`config.mk`:
```
export PLATFORM = sky130hd
export DESIGN_NAME = ppbm_top
export DESIGN_NICKNAME = d
export VERILOG_FILES = /design/src/rtl/ppbm_pkg.sv /design/src/rtl/ppbm_sync_if.sv /design/src/rtl/ppbm_sync.sv /design/src/rtl/ppbm_top.sv
export SDC_FILE = /design/constraint.sdc
export NUM_CORES = 1
export LEC_CHECK = 0
export ABC_AREA = 1
export BUFFER_PORTS_ARGS = -buffer_cell sky130_fd_sc_hd__buf_2
export CAP_MARGIN = 20
export CORE_MARGIN = 2
export CORE_UTILIZATION = 45
export DETAILED_ROUTE_END_ITERATION = 10
export PLACE_DENSITY = 0.77
export RECOVER_POWER = 100
export SYNTH_ARGS = -nofsm -noshare
export SYNTH_HDL_FRONTEND = slang
export SYNTH_SLANG_ARGS = --single-unit
```
`constraint.sdc`:
```
create_clock -name clock_in -period 6.5 [get_ports clock_in]
set_input_delay 0.65 -clock clock_in [delete_from_list [all_inputs] [get_ports clock_in]]
set_output_delay 0.65 -clock clock_in [all_outputs]
set_load 0.005 [all_outputs]
```
`src/rtl/ppbm_pkg.sv`:
```
package ppbm_pkg;
    // Machine cycle length in clocks
    localparam int unsigned MC_CLOCKS       = 4;
    // Stretch range of an external data move, in machine cycles
    localparam logic [3:0]  STRETCH_MIN     = 4'h2;
    localparam logic [3:0]  STRETCH_MAX     = 4'h9;
    // Internal code area top (32 KB) and internal data area top
    localparam logic [15:0] CODE_INT_TOP    = 16'h7FFF;
    localparam logic [15:0] XRAM_INT_TOP    = 16'h03FF;
    // Port latch reset value
    localparam logic [7:0]  LATCH_RST       = 8'hFF;
    localparam logic [3:0]  LATCH4_RST      = 4'hF;

    // Bus cycle kinds
    typedef enum logic [1:0] {
        PPBM_KIND_FETCH = 2'b00,
        PPBM_KIND_CODE  = 2'b01,
        PPBM_KIND_READ  = 2'b10,
        PPBM_KIND_WRITE = 2'b11
    } ppbm_kind_type;

    // Bus sequencer states
    typedef enum logic [2:0] {
        PPBM_IDLE  = 3'b000,
        PPBM_ADDR  = 3'b001,
        PPBM_DATA  = 3'b010,
        PPBM_HOLD  = 3'b011,
        PPBM_DONE  = 3'b100
    } ppbm_state_type;
endpackage

```
`src/rtl/ppbm_sync_if.sv`:
```
`timescale 1ns/1ps
`default_nettype none
// Synchronised pin levels passed from the synchroniser to the top
interface ppbm_sync_if #(parameter int WIDTH = 36);
    logic [WIDTH-1:0] level;
    modport src (output level);
    modport dst (input level);
endinterface
`default_nettype wire

```
`src/rtl/ppbm_sync.sv`:
```
`timescale 1ns/1ps
`default_nettype none
// Two flip-flop synchroniser for all pin inputs
module ppbm_sync #(
    parameter int WIDTH = 36
) (
    input  wire logic             clock_in,
    input  wire logic             rst_in,
    input  wire logic [WIDTH-1:0] pins_in,
    ppbm_sync_if.src              sync
);
    logic [WIDTH-1:0] meta_q;
    logic [WIDTH-1:0] stable_q;

    // First stage read only by the second stage
    always_ff @(posedge clock_in or posedge rst_in) begin
        if (rst_in) begin
            meta_q   <= '1;
            stable_q <= '1;
        end else begin
            meta_q   <= pins_in;
            stable_q <= meta_q;
        end
    end

    assign sync.level = stable_q;
endmodule
`default_nettype wire

```
`src/rtl/ppbm_top.sv`:
```
`timescale 1ns/1ps
`default_nettype none
module ppbm_top
    import ppbm_pkg::*;
(
    input  wire logic                  clock_in,
    input  wire logic                  rst_in,
    // Core request side
    input  wire logic                  req_valid_in,
    input  wire ppbm_pkg::ppbm_kind_type req_kind_in,
    input  wire logic [15:0]           req_addr_in,
    input  wire logic [7:0]            req_wdata_in,
    input  wire logic [3:0]            stretch_in,
    input  wire logic                  external_fetch_force_in,
    input  wire logic                  xram_enable_bit_in,
    input  wire logic                  wait_enable_in,
    output logic                       req_ready_out,
    output logic                       rsp_valid_out,
    output logic                       rsp_internal_out,
    output logic [7:0]                 rsp_rdata_out,
    // Port latches and alternate outputs from the core
    input  wire logic [7:0]            p0_latch_in,
    input  wire logic [7:0]            p1_latch_in,
    input  wire logic [7:0]            p2_latch_in,
    input  wire logic [7:0]            p3_latch_in,
    input  wire logic [3:0]            p4_latch_in,
    input  wire logic                  serial1_out_in,
    input  wire logic                  serial0_tx_in,
    // Pin levels
    input  wire logic [7:0]            p0_pin_in,
    input  wire logic [7:0]            p1_pin_in,
    input  wire logic [7:0]            p2_pin_in,
    input  wire logic [7:0]            p3_pin_in,
    input  wire logic [3:0]            p4_pin_in,
    // Pin drivers: data and active-low output enables
    output logic [7:0]                 p0_out,
    output logic [7:0]                 p0_oe_n_out,
    output logic [7:0]                 p1_out,
    output logic [7:0]                 p1_oe_n_out,
    output logic [7:0]                 p2_out,
    output logic [7:0]                 p2_oe_n_out,
    output logic [7:0]                 p3_out,
    output logic [7:0]                 p3_oe_n_out,
    output logic [3:0]                 p4_out,
    output logic [3:0]                 p4_oe_n_out,
    output logic                       addr_latch_strobe_out,
    output logic                       prog_fetch_strobe_n_out,
    // Synchronised alternate inputs to peripherals
    output logic                       timer2_count_in_out,
    output logic                       timer2_aux_ctl_in_out,
    output logic                       serial1_in_out,
    output logic [5:0]                 ext_irq_out,
    output logic                       serial0_rx_out,
    output logic                       timer0_ext_in_out,
    output logic                       timer1_ext_in_out,
    output logic                       wait_level_out,
    output logic [35:0]                pin_level_out
);
    import ppbm_pkg::*;

    // ==========================================================
    // Pin synchronisers
    ppbm_sync_if #(.WIDTH(36)) sync_bus ();
    logic [35:0] lvl;

    ppbm_sync #(.WIDTH(36)) u_sync (
        .clock_in (clock_in),
        .rst_in   (rst_in),
        .pins_in  ({p4_pin_in, p3_pin_in, p2_pin_in, p1_pin_in, p0_pin_in}),
        .sync     (sync_bus)
    );
    assign lvl = sync_bus.level;

    // Clamp a stretch request into the legal range
    function automatic logic [3:0] clamp_stretch(input logic [3:0] s);
        if (s < STRETCH_MIN) begin
            return STRETCH_MIN;
        end else if (s > STRETCH_MAX) begin
            return STRETCH_MAX;
        end
        return s;
    endfunction

    // ==========================================================
    // Machine cycle phase counter
    logic [1:0] phase_q;
    logic       mc_end;
    assign mc_end = (phase_q == 2'(MC_CLOCKS - 1));

    // Free-running four clock machine cycle
    always_ff @(posedge clock_in or posedge rst_in) begin
        if (rst_in) begin
            phase_q <= 2'h0;
        end else begin
            phase_q <= phase_q + 2'h1;
        end
    end

    // ==========================================================
    // Bus sequencer
    ppbm_state_type state_q;
    ppbm_kind_type  kind_q;
    logic [15:0]    addr_q;
    logic [7:0]     wdata_q;
    logic [3:0]     mc_left_q;
    logic           on_chip;

    // Decide whether a request stays on chip
    always_comb begin
        case (req_kind_in)
            PPBM_KIND_FETCH, PPBM_KIND_CODE: begin
                on_chip = external_fetch_force_in &&
                          (req_addr_in <= CODE_INT_TOP);
            end
            default: begin
                on_chip = xram_enable_bit_in &&
                          (req_addr_in <= XRAM_INT_TOP);
            end
        endcase
    end

    // State machine, one step per machine cycle boundary
    always_ff @(posedge clock_in or posedge rst_in) begin
        if (rst_in) begin
            state_q   <= PPBM_IDLE;
            kind_q    <= PPBM_KIND_FETCH;
            addr_q    <= 16'h0000;
            wdata_q   <= 8'h00;
            mc_left_q <= 4'h0;
        end else if (mc_end) begin
            case (state_q)
                PPBM_IDLE: begin
                    if (req_valid_in && !on_chip) begin
                        state_q <= PPBM_ADDR;
                        kind_q  <= req_kind_in;
                        addr_q  <= req_addr_in;
                        wdata_q <= req_wdata_in;
                        if (req_kind_in[1]) begin
                            mc_left_q <= clamp_stretch(stretch_in) - 4'h2;
                        end else begin
                            mc_left_q <= 4'h0;
                        end
                    end
                end
                PPBM_ADDR: state_q <= PPBM_DATA;
                PPBM_DATA: begin
                    if (mc_left_q != 4'h0) begin
                        state_q <= PPBM_HOLD;
                    end else begin
                        state_q <= PPBM_DONE;
                    end
                end
                PPBM_HOLD: begin
                    if (kind_q[1] && wait_enable_in && !lvl[32]) begin
                        state_q <= PPBM_HOLD; // Wait pin low holds the cycle
                    end else if (mc_left_q <= 4'h1) begin
                        state_q   <= PPBM_DONE;
                        mc_left_q <= 4'h0;
                    end else begin
                        mc_left_q <= mc_left_q - 4'h1;
                    end
                end
                PPBM_DONE: state_q <= PPBM_IDLE;
                default:   state_q <= PPBM_IDLE;
            endcase
        end
    end

    // ==========================================================
    // Request handshake and read data
    always_ff @(posedge clock_in or posedge rst_in) begin
        if (rst_in) begin
            req_ready_out    <= 1'b0;
            rsp_valid_out    <= 1'b0;
            rsp_internal_out <= 1'b0;
            rsp_rdata_out    <= 8'h00;
        end else begin
            req_ready_out    <= (state_q == PPBM_IDLE) && (phase_q == 2'(MC_CLOCKS - 2));
            rsp_valid_out    <= 1'b0;
            rsp_internal_out <= 1'b0;
            if (mc_end && state_q == PPBM_IDLE && req_valid_in && on_chip) begin
                rsp_valid_out    <= 1'b1;
                rsp_internal_out <= 1'b1;
            end
            if (mc_end && state_q == PPBM_DONE) begin
                rsp_valid_out <= 1'b1;
            end
            if (state_q == PPBM_DONE && phase_q == 2'h0 && kind_q != PPBM_KIND_WRITE) begin
                rsp_rdata_out <= lvl[7:0];
            end
        end
    end

    // ==========================================================
    // Pin drivers
    logic bus_on;
    logic data_phase;
    assign bus_on     = (state_q != PPBM_IDLE);
    assign data_phase = (state_q == PPBM_DATA) || (state_q == PPBM_HOLD) ||
                        (state_q == PPBM_DONE);

    always_ff @(posedge clock_in or posedge rst_in) begin
        if (rst_in) begin
            p0_out      <= LATCH_RST;
            p0_oe_n_out <= 8'hFF;
            p2_out      <= LATCH_RST;
            p2_oe_n_out <= 8'hFF;
        end else if (bus_on) begin
            p2_out      <= addr_q[15:8];
            p2_oe_n_out <= 8'h00;
            if (!data_phase) begin
                p0_out      <= addr_q[7:0];
                p0_oe_n_out <= 8'h00;
            end else if (kind_q == PPBM_KIND_WRITE) begin
                p0_out      <= wdata_q;
                p0_oe_n_out <= 8'h00;
            end else begin
                p0_out      <= 8'hFF;
                p0_oe_n_out <= 8'hFF; // Released for read data
            end
        end else begin
            p0_out      <= 8'h00;
            p0_oe_n_out <= p0_latch_in;
            p2_out      <= 8'h00;
            p2_oe_n_out <= p2_latch_in; // weak pull-up keeps ones
        end
    end

    // Port 1, 3 with alternate outputs, port 4 bit 0 released for the wait input
    logic [7:0] p3_val;
    always_comb begin
        p3_val    = p3_latch_in;
        p3_val[1] = p3_latch_in[1] & serial0_tx_in;
        if (bus_on && kind_q == PPBM_KIND_WRITE && data_phase) begin
            p3_val[6] = 1'b0;
        end
        if (bus_on && kind_q == PPBM_KIND_READ && data_phase) begin
            p3_val[7] = 1'b0;
        end
    end

    always_ff @(posedge clock_in or posedge rst_in) begin
        if (rst_in) begin
            p1_out      <= 8'h00;
            p1_oe_n_out <= 8'hFF;
            p3_out      <= 8'h00;
            p3_oe_n_out <= 8'hFF;
            p4_out      <= 4'h0;
            p4_oe_n_out <= LATCH4_RST;
        end else begin
            p1_out      <= 8'h00;
            p1_oe_n_out <= {p1_latch_in[7:4], p1_latch_in[3] & serial1_out_in,
                            p1_latch_in[2:0]};
            p3_out      <= 8'h00;
            p3_oe_n_out <= p3_val;
            p4_out      <= 4'h0;
            p4_oe_n_out <= {p4_latch_in[3:1], p4_latch_in[0] | wait_enable_in};
        end
    end

    // ==========================================================
    // Strobes: latch pulse in address cycle, fetch strobe in data cycle
    always_ff @(posedge clock_in or posedge rst_in) begin
        if (rst_in) begin
            addr_latch_strobe_out   <= 1'b0;
            prog_fetch_strobe_n_out <= 1'b1;
        end else begin
            addr_latch_strobe_out   <= (state_q == PPBM_ADDR) && (phase_q <= 2'h1);
            prog_fetch_strobe_n_out <= !(data_phase && !kind_q[1]);
        end
    end

    // ==========================================================
    // Alternate input functions
    always_ff @(posedge clock_in or posedge rst_in) begin
        if (rst_in) begin
            timer2_count_in_out   <= 1'b1;
            timer2_aux_ctl_in_out <= 1'b1;
            serial1_in_out        <= 1'b1;
            ext_irq_out           <= 6'h3F;
            serial0_rx_out        <= 1'b1;
            timer0_ext_in_out     <= 1'b1;
            timer1_ext_in_out     <= 1'b1;
            wait_level_out        <= 1'b1;
            pin_level_out         <= '1;
        end else begin
            timer2_count_in_out   <= lvl[8];
            timer2_aux_ctl_in_out <= lvl[9];
            serial1_in_out        <= lvl[10];
            ext_irq_out           <= {lvl[15:12], lvl[27:26]};
            serial0_rx_out        <= lvl[24];
            timer0_ext_in_out     <= lvl[28];
            timer1_ext_in_out     <= lvl[29];
            wait_level_out        <= lvl[32] | !wait_enable_in;
            pin_level_out         <= lvl;
        end
    end
endmodule
`default_nettype wire

```
* Word level (Yosys, flattened, before mapping)
Cells that the tools add are included.
** Cells by class
- Bitwise operators :: 4
- Reduce and logical (&&, ||, !) cells :: 35
- $add $sub $neg :: 3
- Mux-type cells :: 36
- Equality and inequality tests :: 13
- $lt $le $gt $ge :: 6
** Operators with widths (count)
- 8-bit 2-to-1 mux :: 8
- 4-bit 2-to-1 mux :: 11
- 1-bit logical AND :: 18
- 16-bit by 10-bit less-or-equal comparator with 1-bit output (second input constant) :: 1
- 16-bit by 15-bit less-or-equal comparator with 1-bit output (second input constant) :: 1
- 3-bit 2-to-1 mux :: 4
- 3-bit one-hot mux with 4 select lines :: 1
- 1-bit 2-to-1 mux :: 11
- 2-bit equality test (second input constant) :: 4
- 4-bit one-hot mux with 2 select lines :: 1
- 3-bit by 2-bit equality test with 1-bit output (second input constant) :: 2
- 2-bit != test (second input constant) :: 3
- 3-bit AND reduction :: 2
- 1-bit logical NOT :: 5
- 4-bit > comparator (second input constant) :: 1
- 4-bit by 1-bit less-or-equal comparator with 1-bit output (second input constant) :: 1
- 2-bit logical NOT :: 2
- 4-bit by 2-bit less-than comparator with 1-bit output (second input constant) :: 1
- 4-bit AND reduction :: 1
- 4-bit nonzero test :: 1
- 4-bit by 1-bit subtractor with 4-bit output (second input constant) :: 1
- 4-bit by 2-bit subtractor with 4-bit output (second input constant) :: 1
- 3-bit by 1-bit equality test with 1-bit output (second input constant) :: 1
- 3-bit equality test (second input constant) :: 1
- 11 further kinds :: 14
** Storage, ports and cells
- Output and inout bits :: 134
- Input bits :: 110
- Register bits :: 221
- Logic and storage cells :: 127

* Logic depth before layout (Yosys ltp)
- Depth after elaboration :: 17
- Depth in mapped cells :: 10

* By module
A second synthesis with hierarchy kept.
** Second synthesis, totals
- Cell total of the unflattened synthesis :: 531
- Area, all modules :: 7095.6 sq um
** By module, submodules not included
- ppbm_top :: area each 5200.0 sq um, seq. area each 3540.9 sq um, cells an instance 458, times used 1
- ppbm_sync :: area each 1895.6 sq um, seq. area each 1891.8 sq um, cells an instance 73, times used 1

* Least setup slack after synthesis
OpenSTA, ideal clock, no wires.
- Path kind :: register to register
- From :: register phase_q[0]
- To :: register addr_q[15]
- Required time :: 6381 ps
- Library setup time :: 119 ps
- Path buffers :: 2
- Cell stages (with the launch flop) :: 8
- Setup slack :: 4869 ps
- Clock period less this slack :: 1631 ps
- Arrival :: 1512 ps
- Cells stage by stage :: dfrtp_1 -> ha_1 -> buf_2 -> inv_1 -> nor3_4 -> nand2_4 -> buf_6 -> o21a_1
** Between the ends
- Cells in the longest elaborated chain, start to end :: 2
** RTL lines
- start: declaration :: line ppbm_top.sv:86 : logic [1:0] phase_q;
- start signal: assignment :: line ppbm_top.sv:95 : phase_q <= phase_q + 2'h1;
- 2-bit equality test :: line ppbm_top.sv:88 : assign mc_end = (phase_q == 2'(MC_CLOCKS - 1));
- 3-bit AND reduction (no line)
- end signal: assignment :: line ppbm_top.sv:136 : addr_q <= req_addr_in;
- end: declaration :: line ppbm_top.sv:103 : logic [15:0] addr_q;
Every way passes these cells.
A chain may end at the register's enable or synchronous reset.

* Worst setup path after layout
- From :: register state_q[1]
- To :: register addr_q[15]
** Between the ends
- Cells in the longest elaborated chain, start to end :: 2
** RTL lines
- start: declaration :: line ppbm_top.sv:101 : ppbm_state_type state_q;
- start signal: assignment :: line ppbm_top.sv:125 : state_q <= PPBM_IDLE;
- start signal: assignment :: line ppbm_top.sv:134 : state_q <= PPBM_ADDR;
- start signal: assignment :: line ppbm_top.sv:145 : PPBM_ADDR: state_q <= PPBM_DATA;
- 3-bit logical NOT :: line ppbm_top.sv:131 : case (state_q)
- 3-bit AND reduction (no line)
Every way passes these cells.

==> results.py <==
metrics = {
    "run_status": {
        "outcome": "finished, violations left",
        "violations": "max-capacitance violations, max-slew violations",
    },
    "min_path": {
        "hp-class": "in2reg",
    },
    "floorplan": {
        "pin_count": 244,
        "initial_core_util_pct": 46.2,
        "die_w_microns": 129,
        "num_rows": 45,
        "coreArea_sq_mm": 0.0153,
        "fp.dieArea_sq_mm": 0.0167,
        "die_y_microns": 129,
    },
    "placement": {
        "dp_hpwl_mm": 9.39,
        "gp_congestion": 0.811,
        "io_buffers": 223,
    },
    "yosys": {
        "syn_inst": 531,
        "netlist-cell-type-count": 30,
        "ys_seq_area_share_pct": 77.1,
        "syn_area_per_cell_sq_um": 13.3,
        "ys_ff_latch": 209,
        "yosys_warnings": 0,
        "syn_area_sq_mm": 0.00705,
    },
    "grt": {
        "grt_pass1_wl_mm": 21.0,
        "track_usage_pct": 16.0,
        "antenna_found_initial": 0,
        "grt_max_degree": 127,
        "grt.overflow.total": 0,
        "grt_pass1_vias": 4195,
    },
    "setup_path": {
        "cp_max_fo": 35,
        "start_kind": "flop",
        "crit_arrival_ns": 4.14,
        "worstSetupPathType": "reg2reg",
        "cp.required_ns": 6.86,
        "crit_path_end_kind": "flop",
    },
    "cts": {
        "clock_latency_ns": 0.47,
        "h-tree-depth": 1,
        "root_buffer": "clkbuf_16",
        "postCtsHoldBufs": 0,
        "path_clk_slew_ns": 0.06,
        "cts_resized": 0,
        "numCtsBuffers": 21,
        "cts_tree": "yes",
        "max-clock-path-buffers": 3,
        "cts_setup_buffers": 0,
        "cts.sinks": 209,
    },
    "timing": {
        "fin_skew_ns": 0.00872,
        "rsz0062_at_grt": "no",
        "finalSetupViolCount": 0,
        "worst_pin_slew_ns": 2.13,
        "fmax_mhz": 265,
        "timing.final.crit_share_pct": 58.1,
        "min_period_ns": 3.77,
        "drv_slew": 51,
        "slew_headroom_pct": -43.0,
        "setup_tns_ns": 0,
        "finalHoldViolations": 0,
    },
    "final_layout": {
        "register_area_sq_mm": 0.00543,
        "final_nets": 874,
        "final.fill_count": 1266,
        "antenna_cells": 0,
        "area_growth_pct": 24.7,
        "multi_input_area_sq_mm": 0.00121,
        "drive_gt1_share_pct": 45.7,
    },
    "power_and_ir_drop": {
        "leakagePower_nw": 4.19,
        "peakVddDrop_uv": 166,
        "total_power_mw": 3.46,
        "p_per_area_mw_per_mm2": 393,
    },
    "routing": {
        "vias": 4319,
        "wl_per_cell_microns": 13.7,
        "drt-total-wl_mm": 13.4,
        "dr.pass1.iters": 4,
        "drcViolationCount": 0,
        "antenna_left": 0,
        "viasPerCell": 4.40,
        "drtIter0Drc": 184,
    },
    "job": {
        "maxCapViolations": 2,
    },
}
[final timing paths]
path                                    from                    end  slack, ns  depth (start not counted)
min in group asynchronous             rst_in             wdata_q[0]       0.40                          2
setup reg to reg                  state_q[1]             addr_q[15]       2.73                          5
hold / removal                  p0_pin_in[7]       u_sync.meta_q[7]       0.27                          1
hold reg to reg            u_sync.meta_q[17]  u_sync.sync.level[17]       0.35                          0
setup / recovery                  state_q[1]             addr_q[15]       2.73                          5
max in group asynchronous             rst_in       u_sync.meta_q[6]       3.97                          4
[cells in the mapped netlist]
master	instances	area, sq um
buf_1	1	3.75
nand2_2	1	6.26
o21ai_0	12	60.1
o21a_1	1	7.51
or2_2	2	12.5
dfrtp_1	47	1180
a21boi_0	1	7.51
conb_1	1	3.75
inv_2	1	3.75
ha_1	7	87.6
nand2_1	92	345
buf_2	4	20.0
nor3_4	1	16.3
buf_4	32	240
inv_1	41	154
buf_6	2	22.5
o21bai_1	1	7.51
o22ai_1	2	12.5
nor2_2	2	12.5
clkbuf_1	3	11.3
xor2_1	2	17.5
a21oi_1	10	50.1
nand2_4	1	11.3
nor2_1	56	210
nand3_1	28	140
nor3_1	1	5.00
dfstp_2	162	4260
mux2_2	8	90.1
nand4_1	8	50.1
and2_1	1	6.26
[area by class of cell]
cell class                      instances  share of cell area, %
Clock buffer                           30                   6.94
Clock inverter                          7                  0.484
Inverter                               42                   1.88
Multi-Input combinational cell        257                   13.8
Sequential cell                       209                   61.8
Tap cell                              211                   3.00
Timing Repair Buffer                  226                   12.1
[cell families after synthesis]
| group | count (synthesis) | synth area share (%) |
|---|---|---|
| flip-flops | 209 | 77.1 |
| AND/OR/NAND/NOR | 193 | 11.6 |
| buffers and inverters | 84 | 6.46 |
| AO/OA/AOI/OAI | 27 | 2.06 |
| multiplexers | 8 | 1.28 |
| adder cells (fa/ha/maj) | 7 | 1.24 |
| XOR/XNOR | 2 | 0.249 |
| other | 1 | 0.0532 |
[per-stage QoR]
stage,worst slack [ns],hold slack (ns),instance area (sq um),cells,util [%]
detailed placement,4.04,0.347,8220,944,53.9
global placement,4.07,0.345,8220,944,53.9
floorplan,0.409,0.345,7120,550,-
CTS,4.12,0.249,8880,981,58.2
finish,2.73,0.267,8790,982,57.6
global route,2.35,0.242,8790,982,57.6
[cells in the final DEF (no fill, tap or decap), types with 10 or more instances in the layout]
master     synthesis  final
nand3_1           28     28
dfrtp_1           47     47
o21ai_0           12     12
dfstp_2          162    156
inv_1             41     41
a21oi_1           10     10
nor2_1            56     58
clkbuf_16          0     21
buf_2              4    150
nand2_1           92     93
conb_1             1     20
clkbuf_1           3     78
[sequential cells by signal, summed over array words and instances (netlist names), 16 cells and up]
register and cells:
pin_level_out 36, addr_q 16, u_sync.sync.level 36, u_sync.meta_q 36
[per-layer routing]
layer | GRT usage (%) | part of all wire [%] | up-vias
met5 | 0 | 0 | -
met4 | 5.56 | 2.3 | 0
met3 | 4.21 | 7.9 | 30
met2 | 27.4 | 51 | 172
met1 | 19.6 | 38 | 2062
li1 | - | - | 2055
[power by group]
group	internal (mW)	total, mW	switching, mW
Sequential	1.65	1.75	0.101
Clock	0.653	1.11	0.459
Combinational	0.227	0.597	0.370
Total	2.53	3.46	0.931
[critical path, stage by stage (launching register included)]
cell and delay [ns]:
dfrtp_1 0.42, nor2_1 0.15, nand2_1 0.42, nor3_1 1.76, nand2_4 0.55, o21a_1 0.35
Power figures use the tool's default switching activity.
